File: config.mk
export PLATFORM = sky130hd
export DESIGN_NAME = csl_led_sequencer
export DESIGN_NICKNAME = d
export VERILOG_FILES = /design/src/design/csl_pkg.sv /design/src/design/csl_tick_if.sv /design/src/design/csl_led_sequencer.sv /design/src/design/csl_ticks.sv
export SDC_FILE = /design/constraint.sdc
export NUM_CORES = 1
export LEC_CHECK = 0
export BUFFER_PORTS_ARGS = -buffer_cell sky130_fd_sc_hd__buf_4
export CORE_MARGIN = 2
export CORE_UTILIZATION = 35
export DETAILED_ROUTE_END_ITERATION = 10
export GPL_TIMING_DRIVEN = 0
export HOLD_SLACK_MARGIN = 0.03
export PLACE_DENSITY = 0.63
export SYNTH_ARGS = -nofsm -noshare
export SYNTH_HDL_FRONTEND = slang
export SYNTH_SLANG_ARGS = --single-unit
File: constraint.sdc
create_clock -name mclk -period 2.3 [get_ports mclk]
set_input_delay 0.23 -clock mclk [delete_from_list [all_inputs] [get_ports mclk]]
set_output_delay 0.23 -clock mclk [all_outputs]
set_load 0.01 [all_outputs]
File: src/design/csl_pkg.sv
// Shared constants and types for the channel status LED sequencer.
package csl_pkg;

  // ----------------------------------------------------------------
  // Timing
  // ----------------------------------------------------------------
  localparam int unsigned CLK_HZ          = 25000000;
  localparam int unsigned ADDR_SHOW_MS    = 2000;
  localparam int unsigned ADDR_SHOW_CYC   = (CLK_HZ / 1000) * ADDR_SHOW_MS;
  localparam int unsigned STEP_MS         = 100;
  localparam int unsigned STEP_CYC        = (CLK_HZ / 1000) * STEP_MS;
  localparam int unsigned BLINK_HALF_MS   = 250;
  localparam int unsigned BLINK_HALF_CYC  = (CLK_HZ / 1000) * BLINK_HALF_MS;
  localparam int unsigned NUM_CH          = 8;

  // ----------------------------------------------------------------
  // Register map
  // ----------------------------------------------------------------
  localparam logic [3:0] REG_CTRL     = 4'h0;
  localparam logic [3:0] REG_STATUS   = 4'h4;
  localparam logic [3:0] REG_INTSTAT  = 4'h8;
  localparam logic [3:0] REG_INTMASK  = 4'hC;
  localparam int unsigned CTRL_VARIANT   = 0;
  localparam int unsigned CTRL_CONFIGURED = 1;
  localparam int unsigned CTRL_DISABLED  = 2;
  localparam int unsigned INT_SEQ_DONE   = 0;
  localparam int unsigned INT_WDOG       = 1;
  localparam int unsigned INT_FAULT      = 2;
  localparam logic [2:0] CTRL_RESET    = 3'h0;
  localparam logic [2:0] INTMASK_RESET = 3'h0;

  typedef enum logic [2:0] {
    CSL_ST_START, CSL_ST_RED_ON, CSL_ST_RED_OFF, CSL_ST_AMB_ON, CSL_ST_AMB_OFF,
    CSL_ST_ADDR, CSL_ST_RUN
  } csl_state_t;

endpackage

File: src/design/csl_tick_if.sv
// Timing ticks shared between the sequencer and its tick generator.
`timescale 1ns/1ps
interface csl_tick_if;
  logic stepTick;
  logic blinkPhase;
  logic addrDone;
  logic addrStart;
  modport gen (output stepTick, output blinkPhase, output addrDone, input addrStart);
  modport use_ (input stepTick, input blinkPhase, input addrDone, output addrStart);
endinterface

File: src/design/csl_led_sequencer.sv
// Front-panel LED sequencer for an eight-channel field module.
// ----------------------------------------------------------------
// Behaviour
// - Power and fault LEDs on first.
// - Red LEDs light ascending, staying lit.
// - Then red LEDs go off ascending.
// - Same light/off sequence on amber LEDs.
// - Red LEDs show address switches after test.
// - Hold address two seconds, then fault off.
// - Unconfigured: all amber blink in unison.
// - Green device LED on while running.
// - Amber device steady when disabled or watchdog.
// - Amber device blinks once, else off unless fault.
// - Relay: red follows energized output.
// - Amber blinks on low power or unconfigured.
// - Analog: red blinks low, steady high alarm.
// - Analog: amber steady when out of range.
// ----------------------------------------------------------------
`timescale 1ns/1ps
module csl_led_sequencer
  import csl_pkg::*;
#(
  parameter int unsigned STEP_CYCLES  = STEP_CYC,
  parameter int unsigned BLINK_CYCLES = BLINK_HALF_CYC,
  parameter int unsigned ADDR_CYCLES  = ADDR_SHOW_CYC
) (
  input  wire logic              mclk,
  input  wire logic              rst_n,
  input  wire logic [NUM_CH-1:0] addrSwitch,
  input  wire logic [NUM_CH-1:0] chOutActive,
  input  wire logic [NUM_CH-1:0] chLowAlarm,
  input  wire logic [NUM_CH-1:0] chHighAlarm,
  input  wire logic [NUM_CH-1:0] chOutOfRange,
  input  wire logic [NUM_CH-1:0] chConfigured,
  input  wire logic              lowPower,
  input  wire logic              wdogFail,
  input  wire logic              devFault,
  input  wire logic [3:0]        regAddr,
  input  wire logic [31:0]       regWdata,
  input  wire logic              regWr,
  input  wire logic              regRd,
  output logic      [31:0]       regRdata,
  output logic                   irq,
  output logic                   ledPower,
  output logic                   ledDevFault,
  output logic      [NUM_CH-1:0] ledChRed,
  output logic      [NUM_CH-1:0] ledChAmber
);

  // ----------------------------------------------------------------
  // Registers
  // ----------------------------------------------------------------
  logic [2:0] ctrl;
  logic [2:0] intStat;
  logic [2:0] intMask;
  csl_state_t state;
  csl_state_t next_state;
  logic [2:0] stepIdx;
  logic       pulseDone;
  logic       pulseActive;

  csl_tick_if tk ();

  csl_ticks #(
    .STEP_CYCLES  (STEP_CYCLES),
    .BLINK_CYCLES (BLINK_CYCLES),
    .ADDR_CYCLES  (ADDR_CYCLES)
  ) u_ticks (
    .mclk  (mclk),
    .rst_n (rst_n),
    .tk    (tk)
  );

  wire isAnalog    = ctrl[CTRL_VARIANT];
  wire modConfig   = ctrl[CTRL_CONFIGURED];
  wire modDisabled = ctrl[CTRL_DISABLED];
  wire blink       = tk.blinkPhase;

  wire wrCtrl    = regWr && (regAddr == REG_CTRL);
  wire wrIntStat = regWr && (regAddr == REG_INTSTAT);
  wire wrIntMask = regWr && (regAddr == REG_INTMASK);
  wire lastStep  = tk.stepTick && (stepIdx == 3'h7);
  wire seqDone   = tk.addrDone && (state == CSL_ST_ADDR);
  wire [2:0] events = {devFault, wdogFail, seqDone};

  // ----------------------------------------------------------------
  // Register bus
  // ----------------------------------------------------------------
  always_ff @(posedge mclk or negedge rst_n) begin
    if (!rst_n) begin
      ctrl    <= CTRL_RESET;
      intMask <= INTMASK_RESET;
      intStat <= 3'h0;
    end else begin
      if (wrCtrl) ctrl <= regWdata[2:0];
      if (wrIntMask) intMask <= regWdata[2:0];
      // A new event wins over a write-one clear in the same cycle.
      intStat <= (intStat & ~(wrIntStat ? regWdata[2:0] : 3'h0)) | events;
    end
  end

  logic [31:0] next_rdata;
  always_comb begin
    case (regAddr)
      REG_CTRL:    next_rdata = {29'h0, ctrl};
      REG_STATUS:  next_rdata = {26'h0, pulseDone, state == CSL_ST_RUN, 1'b0, stepIdx};
      REG_INTSTAT: next_rdata = {29'h0, intStat};
      REG_INTMASK: next_rdata = {29'h0, intMask};
      default:     next_rdata = 32'h0;
    endcase
  end

  always_ff @(posedge mclk or negedge rst_n) begin
    if (!rst_n) regRdata <= 32'h0;
    else regRdata <= regRd ? next_rdata : 32'h0;
  end

  assign irq = |(intStat & intMask);

  // ----------------------------------------------------------------
  // Power-up sequencer
  // ----------------------------------------------------------------
  always_comb begin
    next_state = state;
    case (state)
      CSL_ST_START:   if (tk.stepTick) next_state = CSL_ST_RED_ON;
      CSL_ST_RED_ON:  if (lastStep) next_state = CSL_ST_RED_OFF;
      CSL_ST_RED_OFF: if (lastStep) next_state = CSL_ST_AMB_ON;
      CSL_ST_AMB_ON:  if (lastStep) next_state = CSL_ST_AMB_OFF;
      CSL_ST_AMB_OFF: if (lastStep) next_state = CSL_ST_ADDR;
      CSL_ST_ADDR:    if (tk.addrDone) next_state = CSL_ST_RUN;
      CSL_ST_RUN:     next_state = CSL_ST_RUN;
      default:        next_state = CSL_ST_START;
    endcase
  end

  assign tk.addrStart = (state == CSL_ST_AMB_OFF) && lastStep;

  always_ff @(posedge mclk or negedge rst_n) begin
    if (!rst_n) begin
      state   <= CSL_ST_START;
      stepIdx <= 3'h0;
    end else begin
      state <= next_state;
      if (next_state != state) stepIdx <= 3'h0;
      else if (tk.stepTick) stepIdx <= stepIdx + 3'h1;
    end
  end

  // Single amber device blink after power-up: lit for one blink phase (half a blink cycle).
  logic [1:0] pulseEdges;
  logic       blinkD;
  always_ff @(posedge mclk or negedge rst_n) begin
    if (!rst_n) begin
      pulseDone   <= 1'b0;
      pulseActive <= 1'b0;
      pulseEdges  <= 2'h0;
      blinkD      <= 1'b0;
    end else begin
      blinkD <= blink;
      if (state == CSL_ST_RUN && !pulseDone && blink != blinkD) begin
        pulseActive <= (pulseEdges == 2'h0);
        pulseEdges  <= pulseEdges + 2'h1;
        if (pulseEdges == 2'h1) pulseDone <= 1'b1;
      end
    end
  end

  // ----------------------------------------------------------------
  // LED drive
  // ----------------------------------------------------------------
  logic [NUM_CH-1:0] fillMask;
  logic [NUM_CH-1:0] clearMask;
  assign fillMask  = NUM_CH'((16'h2 << stepIdx) - 16'h1);
  assign clearMask = ~fillMask;

  logic [NUM_CH-1:0] runRed;
  logic [NUM_CH-1:0] runAmber;
  always_comb begin
    for (int i = 0; i < NUM_CH; i++) begin
      if (isAnalog) begin
        runRed[i]   = chHighAlarm[i] || (chLowAlarm[i] && blink);
        runAmber[i] = chOutOfRange[i];
      end else begin
        runRed[i]   = chOutActive[i];
        runAmber[i] = 1'b0;
      end
      if (lowPower || !chConfigured[i] || !modConfig)
        runAmber[i] = blink;
    end
  end

  logic [NUM_CH-1:0] next_red;
  logic [NUM_CH-1:0] next_amber;
  logic              next_fault;
  always_comb begin
    next_red   = '0;
    next_amber = '0;
    next_fault = 1'b1;
    case (state)
      CSL_ST_START:   ;
      CSL_ST_RED_ON:  next_red = fillMask;
      CSL_ST_RED_OFF: next_red = clearMask;
      CSL_ST_AMB_ON:  next_amber = fillMask;
      CSL_ST_AMB_OFF: next_amber = clearMask;
      CSL_ST_ADDR:    next_red = addrSwitch;
      CSL_ST_RUN: begin
        next_red   = runRed;
        next_amber = runAmber;
        next_fault = modDisabled || wdogFail || devFault || pulseActive;
      end
      default: ;
    endcase
  end

  always_ff @(posedge mclk or negedge rst_n) begin
    if (!rst_n) begin
      ledPower    <= 1'b0;
      ledDevFault <= 1'b0;
      ledChRed    <= '0;
      ledChAmber  <= '0;
    end else begin
      ledPower    <= 1'b1;
      ledDevFault <= next_fault;
      ledChRed    <= next_red;
      ledChAmber  <= next_amber;
    end
  end

  // ----------------------------------------------------------------
  // Checks
  // ----------------------------------------------------------------
  // Counts the cycles spent showing the address, for the hold-time check.
  logic [31:0] addrLen;
  always_ff @(posedge mclk or negedge rst_n) begin
    if (!rst_n) addrLen <= 32'h0;
    else if (state == CSL_ST_ADDR) addrLen <= addrLen + 32'h1;
    else addrLen <= 32'h0;
  end

  startLeds_a : assert property (@(posedge mclk) disable iff (!rst_n)
    $past(rst_n) && $past(state) == CSL_ST_START |-> ledPower && ledDevFault && ledChRed == '0)
    else $error("power-up lamps wrong");
  redFill_a : assert property (@(posedge mclk) disable iff (!rst_n)
    state == CSL_ST_RED_ON && $past(state) == CSL_ST_RED_ON |-> ledChRed[0])
    else $error("red fill missing channel 1");
  redClear_a : assert property (@(posedge mclk) disable iff (!rst_n)
    state == CSL_ST_RED_OFF && $past(state) == CSL_ST_RED_OFF
      |-> !ledChRed[0] && (ledChRed[7] || ledChRed == '0))
    else $error("red clear order wrong");
  amberTest_a : assert property (@(posedge mclk) disable iff (!rst_n)
    $past(state) == CSL_ST_AMB_ON |-> ledChRed == '0 && ledChAmber[0])
    else $error("amber test wrong");
  addrShow_a : assert property (@(posedge mclk) disable iff (!rst_n)
    $past(state) == CSL_ST_ADDR |-> ledChRed == $past(addrSwitch))
    else $error("address display mismatch");
  addrEnd_a : assert property (@(posedge mclk) disable iff (!rst_n)
    state == CSL_ST_ADDR && next_state == CSL_ST_RUN
      |-> ##2 ledDevFault == $past(modDisabled || wdogFail || devFault))
    else $error("fault LED not released");
  unconfBlink_a : assert property (@(posedge mclk) disable iff (!rst_n)
    state == CSL_ST_RUN && !modConfig |=> ledChAmber == {NUM_CH{$past(blink)}})
    else $error("amber LEDs not in unison");
  greenOn_a : assert property (@(posedge mclk) disable iff (!rst_n)
    $past(rst_n) |-> ledPower)
    else $error("power LED off");
  wdogAmber_a : assert property (@(posedge mclk) disable iff (!rst_n)
    state == CSL_ST_RUN && wdogFail |=> ledDevFault)
    else $error("watchdog not shown");
  relayRed_a : assert property (@(posedge mclk) disable iff (!rst_n)
    state == CSL_ST_RUN && !isAnalog |=> ledChRed == $past(chOutActive))
    else $error("relay red mismatch");
  highAlarm_a : assert property (@(posedge mclk) disable iff (!rst_n)
    state == CSL_ST_RUN && isAnalog
      |=> ledChRed == $past(chHighAlarm | (chLowAlarm & {NUM_CH{blink}})))
    else $error("alarm red mismatch");
  outRange_a : assert property (@(posedge mclk) disable iff (!rst_n)
    state == CSL_ST_RUN && isAnalog && !lowPower && modConfig && chConfigured[0]
      && chOutOfRange[0] |=> ledChAmber[0])
    else $error("out of range not shown");
  lowPwr_a : assert property (@(posedge mclk) disable iff (!rst_n)
    state == CSL_ST_RUN && lowPower |=> ledChAmber[1] == $past(blink))
    else $error("low power blink wrong");

  redGrow_a : assert property (@(posedge mclk) disable iff (!rst_n)
    $past(state) == CSL_ST_RED_ON && $past(state, 2) == CSL_ST_RED_ON
      |-> (ledChRed & $past(ledChRed)) == $past(ledChRed))
    else $error("red fill dropped a lamp");
  redShrink_a : assert property (@(posedge mclk) disable iff (!rst_n)
    $past(state) == CSL_ST_RED_OFF && $past(state, 2) == CSL_ST_RED_OFF
      |-> (ledChRed & ~$past(ledChRed)) == '0)
    else $error("red clear relit a lamp");
  amberGrow_a : assert property (@(posedge mclk) disable iff (!rst_n)
    $past(state) == CSL_ST_AMB_ON && $past(state, 2) == CSL_ST_AMB_ON
      |-> (ledChAmber & $past(ledChAmber)) == $past(ledChAmber))
    else $error("amber fill dropped a lamp");
  amberShrink_a : assert property (@(posedge mclk) disable iff (!rst_n)
    $past(state) == CSL_ST_AMB_OFF && $past(state, 2) == CSL_ST_AMB_OFF
      |-> (ledChAmber & ~$past(ledChAmber)) == '0)
    else $error("amber clear relit a lamp");
  amberIdle_a : assert property (@(posedge mclk) disable iff (!rst_n)
    $past(state) == CSL_ST_RED_ON || $past(state) == CSL_ST_RED_OFF |-> ledChAmber == '0)
    else $error("amber lit during red test");
  addrAmber_a : assert property (@(posedge mclk) disable iff (!rst_n)
    $past(state) == CSL_ST_ADDR |-> ledChAmber == '0)
    else $error("amber lit during address display");
  addrHold_a : assert property (@(posedge mclk) disable iff (!rst_n)
    state == CSL_ST_ADDR && next_state == CSL_ST_RUN |-> addrLen == ADDR_CYCLES - 1)
    else $error("address display length wrong");
  seqFault_a : assert property (@(posedge mclk) disable iff (!rst_n)
    $past(rst_n) && state != CSL_ST_RUN |=> ledDevFault)
    else $error("fault LED dropped during power-up");
  disabledAmber_a : assert property (@(posedge mclk) disable iff (!rst_n)
    state == CSL_ST_RUN && modDisabled |=> ledDevFault)
    else $error("disable not shown");
  runFault_a : assert property (@(posedge mclk) disable iff (!rst_n)
    state == CSL_ST_RUN && !pulseActive && !modDisabled && !wdogFail && !devFault
      |=> !ledDevFault)
    else $error("device amber on without cause");
  pulseEnd_a : assert property (@(posedge mclk) disable iff (!rst_n)
    $fell(pulseActive) |-> pulseDone)
    else $error("power-up blink not closed");
  pulseOnce_a : assert property (@(posedge mclk) disable iff (!rst_n)
    pulseDone |-> !pulseActive)
    else $error("power-up blink repeated");
  unconfCh_a : assert property (@(posedge mclk) disable iff (!rst_n)
    state == CSL_ST_RUN && !chConfigured[7] |=> ledChAmber[7] == $past(blink))
    else $error("unconfigured channel not blinking");
  relayAmber_a : assert property (@(posedge mclk) disable iff (!rst_n)
    state == CSL_ST_RUN && !isAnalog && !lowPower && modConfig && chConfigured[0]
      |=> !ledChAmber[0])
    else $error("relay amber on without cause");

  reachRun_c : cover property (@(posedge mclk) disable iff (!rst_n) state == CSL_ST_RUN);
  pulse_c    : cover property (@(posedge mclk) disable iff (!rst_n) pulseDone);
  irq_c      : cover property (@(posedge mclk) disable iff (!rst_n) irq);
  wdog_c     : cover property (@(posedge mclk) disable iff (!rst_n)
    state == CSL_ST_RUN && wdogFail);
  lowAlarm_c : cover property (@(posedge mclk) disable iff (!rst_n)
    state == CSL_ST_RUN && isAnalog && (|chLowAlarm));
endmodule

File: src/design/csl_ticks.sv
// Step, blink and address-hold timers.
`timescale 1ns/1ps
module csl_ticks
  import csl_pkg::*;
#(
  parameter int unsigned STEP_CYCLES  = STEP_CYC,
  parameter int unsigned BLINK_CYCLES = BLINK_HALF_CYC,
  parameter int unsigned ADDR_CYCLES  = ADDR_SHOW_CYC
) (
  input  wire logic mclk,
  input  wire logic rst_n,
  csl_tick_if.gen   tk
);
  logic [31:0] stepCnt;
  logic [31:0] blinkCnt;
  logic [31:0] addrCnt;
  logic        addrRun;
  logic        blinkPhase;

  wire stepWrap  = (stepCnt == STEP_CYCLES - 1);
  wire blinkWrap = (blinkCnt == BLINK_CYCLES - 1);
  wire addrWrap  = addrRun && (addrCnt == ADDR_CYCLES - 1);

  assign tk.stepTick   = stepWrap;
  assign tk.blinkPhase = blinkPhase;
  assign tk.addrDone   = addrWrap;

  // One blink generator serves every blinking LED.
  always_ff @(posedge mclk or negedge rst_n) begin
    if (!rst_n) begin
      stepCnt    <= 32'h0;
      blinkCnt   <= 32'h0;
      blinkPhase <= 1'b0;
    end else begin
      stepCnt    <= stepWrap ? 32'h0 : stepCnt + 32'h1;
      blinkCnt   <= blinkWrap ? 32'h0 : blinkCnt + 32'h1;
      blinkPhase <= blinkWrap ? ~blinkPhase : blinkPhase;
    end
  end

  always_ff @(posedge mclk or negedge rst_n) begin
    if (!rst_n) begin
      addrCnt <= 32'h0;
      addrRun <= 1'b0;
    end else if (tk.addrStart) begin
      addrCnt <= 32'h0;
      addrRun <= 1'b1;
    end else if (addrRun) begin
      addrCnt <= addrCnt + 32'h1;
      addrRun <= !addrWrap;
    end
  end

  stepPeriod_a : assert property (@(posedge mclk) disable iff (!rst_n)
    stepWrap |=> !stepWrap)
    else $error("step tick lasted more than one cycle");
endmodule

==> metrics.md <==
| Metric | Value |
|---|---|
| Synth Flop Type | `dfrtp_1` |
| Starting density of the core | `0.354` |
| Synthesized flop and latch total | `141` |
| VDD IR max | `0.443 mV` |
| Setup TNS | `0 ns` |
| Skew final | `0.00872 ns` |
| Post-synth EDFFs | `0` |
| CORE AREA | `0.0209 sq mm` |
| Synth area leaders | `dfrtp_1, xor2_1, xnor2_1` |
| DIE AREA | `0.0223 sq mm` |
| Rel. slew slack | `0.436` |
| Worst Path Required | `2.60 ns` |
| HP Start | `regWdata[1]` |
| Fmax | `0.473 GHz` |
| Crit path launch type | `register` |
| Post-synth top cells | `dfrtp_1, nor2_1, nand2_1` |
| R2r startpoint | `u_ticks.stepCnt[0]` |
| Clock root buffer master | `clkbuf_16` |
| Total of max-cap violations | `0` |
| Crit Path Class | `reg -> reg` |
| Routed vias | `5807` |
| Worst-path clk slew | `0.06 ns` |
| Vias in the first global route | `5556` |
| DR pass1 iterations | `5` |
| Final Wtd Congestion | `0.779` |
| PD cells | `596 mW/mm^2` |
| Library cells used by synthesis | `63` |
| Mapped Area | `0.00740 sq mm` |
| Final WS setup | `0.186 ns` |
| Synth async-reset ratio | `1.00` |
| DRC | `0` |
| # H-tree levels | `4` |
| Min-Delay Endpoint | `intMask[1]` |
| Hold Path Class | `in -> reg` |
| CP endpoint kind | `register` |
| Avg Vias per Cell | `4.96` |
| Dpl ws | `0.0196 ns` |
| WHS | `0.0688 ns` |
| Area grow syn2layout | `22.9%` |
| Run status | `finished clean` |
| Routed wire per std cell | `14.5 um` |
| WP data arrival | `2.41 ns` |
| Synthesized area per cell | `9.85 sq um` |
| Synth warn | `0` |
| Final setup viols | `0` |
| Tcrit/Tclk final | `0.919` |
| R2R cell count | `8` |
| Layout cells sized above 1 | `0.201` |
| ANT nets after route | `0` |
| Syn Inst Count | `752` |
| DP HPWL | `12300 um` |
| # fillers | `2012` |
| Worst-skew pair later-pin latency | `0.42 ns` |
| Worst Hold Path Cells | `2` |
| Most frequent cell after synthesis | `dfrtp_1` |
| Largest net degree at the start of global routing | `91` |
| Total Wirelength | `17000 um` |
| Initial drt markers | `321` |
| Sink Count | `141` |
| LEAKAGE | `4.18 nW` |
| Largest area contributor in the netlist | `dfrtp_1` |
| Critical Path Fanout Max | `10` |
| Worst-Margin Slew | `0.846 ns` |
| CTS tree | `done` |
| Tmin final | `2.11 ns` |
| Chip height | `149 um` |
| Pwr Total | `5.43 mW` |
| Longest Clk Path Bufs | `2` |
| Num rows | `53` |
| Post-layout util | `0.436` |
| Final Max Tran Viols | `0` |
| Post-synthesis sequential area ratio | `0.477` |
| Number of diodes | `0` |
| Die Width | `149 um` |
| Final nets | `987` |
| Hold Fails Final Rpt | `0` |
| Reg2Reg Setup Slack | `0.19 ns` |
| Share of the synthesized area in the top cell type | `0.477` |
| Initial antenna violation count | `0` |
| I/O Buffers | `83` |
| GR Util All Layers | `0.156` |
| First-pass GRT wire length | `27800 um` |
| Gr ovfl total | `0` |
| I/O pin cnt | `142` |
| CTS Buf Count | `17` |
| R2R Path End | `u_ticks.addrCnt[4]` |
==> cells in the final DEF (no fill, tap or decap), types with 3 or more instances in the layout <==
cell,n
and3_1,17
nor2_1,87
or3_1,8
dfrtp_1,141
clkbuf_1,18
nor4_2,3
nand3_1,40
clkbuf_16,17
nand4_1,36
nor4b_1,5
and4_1,6
nor3_2,3
clkinv_2,5
nor3_1,18
inv_1,15
a21oi_1,33
nor2b_1,8
nand2b_1,3
a221oi_1,7
nor4_1,11
buf_4,110
dlygate4sd3_1,3
xor2_1,45
a21o_1,3
conb_1,28
mux4_2,3
o21ai_0,16
ha_1,10
or4_1,3
buf_2,7
mux2i_1,7
nand4b_1,3
nand2_1,67
a311o_1,5
xnor2_1,43
mux2_2,8
==> metrics by stage <==
step	instance area, sq um	instances
detailed placement	8500	1137
floorplan	7500	778
finish	9100	1170
global route	9100	1170
CTS	9070	1169
global placement	8470	1136
==> timing repair <==
action                                 CTS  global route
resized for setup                        0             7
setup endpoints to repair                0            48
endpoints found under the hold margin   92             0
setup buffers                            0             1
hold buffers                             3             0
==> how the worst max path moves through the flow <==
stage | startpoint | endpoint | slack [ns] | cells after the start
after floorplan | stepIdx[1] | stepIdx[2] | 0.48 | 6
after global placement | u_ticks.blinkCnt[26] | u_ticks.blinkCnt[12] | 0.03 | 5
after detailed placement | u_ticks.stepCnt[0] | u_ticks.addrCnt[9] | 0.02 | 7
after CTS | u_ticks.stepCnt[0] | u_ticks.addrCnt[9] | 0.007 | 7
after global routing | state[0] | ledChRed[4] | -0.006 | 5
final | u_ticks.stepCnt[0] | u_ticks.addrCnt[4] | 0.19 | 8
==> layer usage <==
layer	global-route usage	share of wire	vias to the layer above
met5	0	0	-
met4	0.0486	0.011	0
met3	0.0299	0.052	17
met2	0.245	0.47	144
met1	0.218	0.46	2777
li1	-	-	2869
==> cell families after synthesis <==
logic type	Yosys count	share of synthesized area
AOI/OAI and AO/OA	84	0.0732
xor gates and xnor gates	88	0.104
adders and majority gates	11	0.0186
other	2	0.00101
DFF	141	0.477
muxes	19	0.0323
buffers and inverters	71	0.0510
and+or+nand+nor	336	0.243
==> state kept, by name (all words and copies together) (netlist names) <==
signal and flops:
intMask 3, ctrl 3, u_ticks.addrRun 1, intStat 3
stepIdx 3, regRdata 5, pulseDone 1, u_ticks.stepCnt 32
u_ticks.addrCnt 32, ledChAmber 8, u_ticks.tk.blinkPhase 1, ledChRed 8
ledPower 1, state 3, pulseEdges 2, pulseActive 1
u_ticks.blinkCnt 32, ledDevFault 1, blinkD 1
==> critical path: stages (launching register included) <==
cell and delay, ns:
dfrtp_1 0.40, ha_2 0.24, and4_2 0.31, nand3_1 0.18, nor3_2 0.17, nor4b_4 0.20
buf_4 0.19, buf_2 0.22, nor2_1 0.07
==> where the power goes <==
| part | switching (mW) | total (mW) | internal, mW | leakage, nW |
|---|---|---|---|---|
| logic | 0.195 | 0.374 | 0.179 | 2.00 |
| clock network | 1.03 | 2.52 | 1.49 | 0.264 |
| registers | 0.0214 | 2.53 | 2.51 | 1.91 |
==> final cells by class <==
cell class	count	area (sq um)	area share
Clock inverter	11	96.3	0.0106
Clock buffer	18	439	0.0483
Inverter	15	56.3	0.00619
Timing Repair Buffer	88	692	0.0760
Sequential cell	141	3530	0.388
Multi-Input combinational cell	566	3620	0.398
Buffer	56	325	0.0358
Tap cell	275	344	0.0378
(Power assumes the default switching activity.)
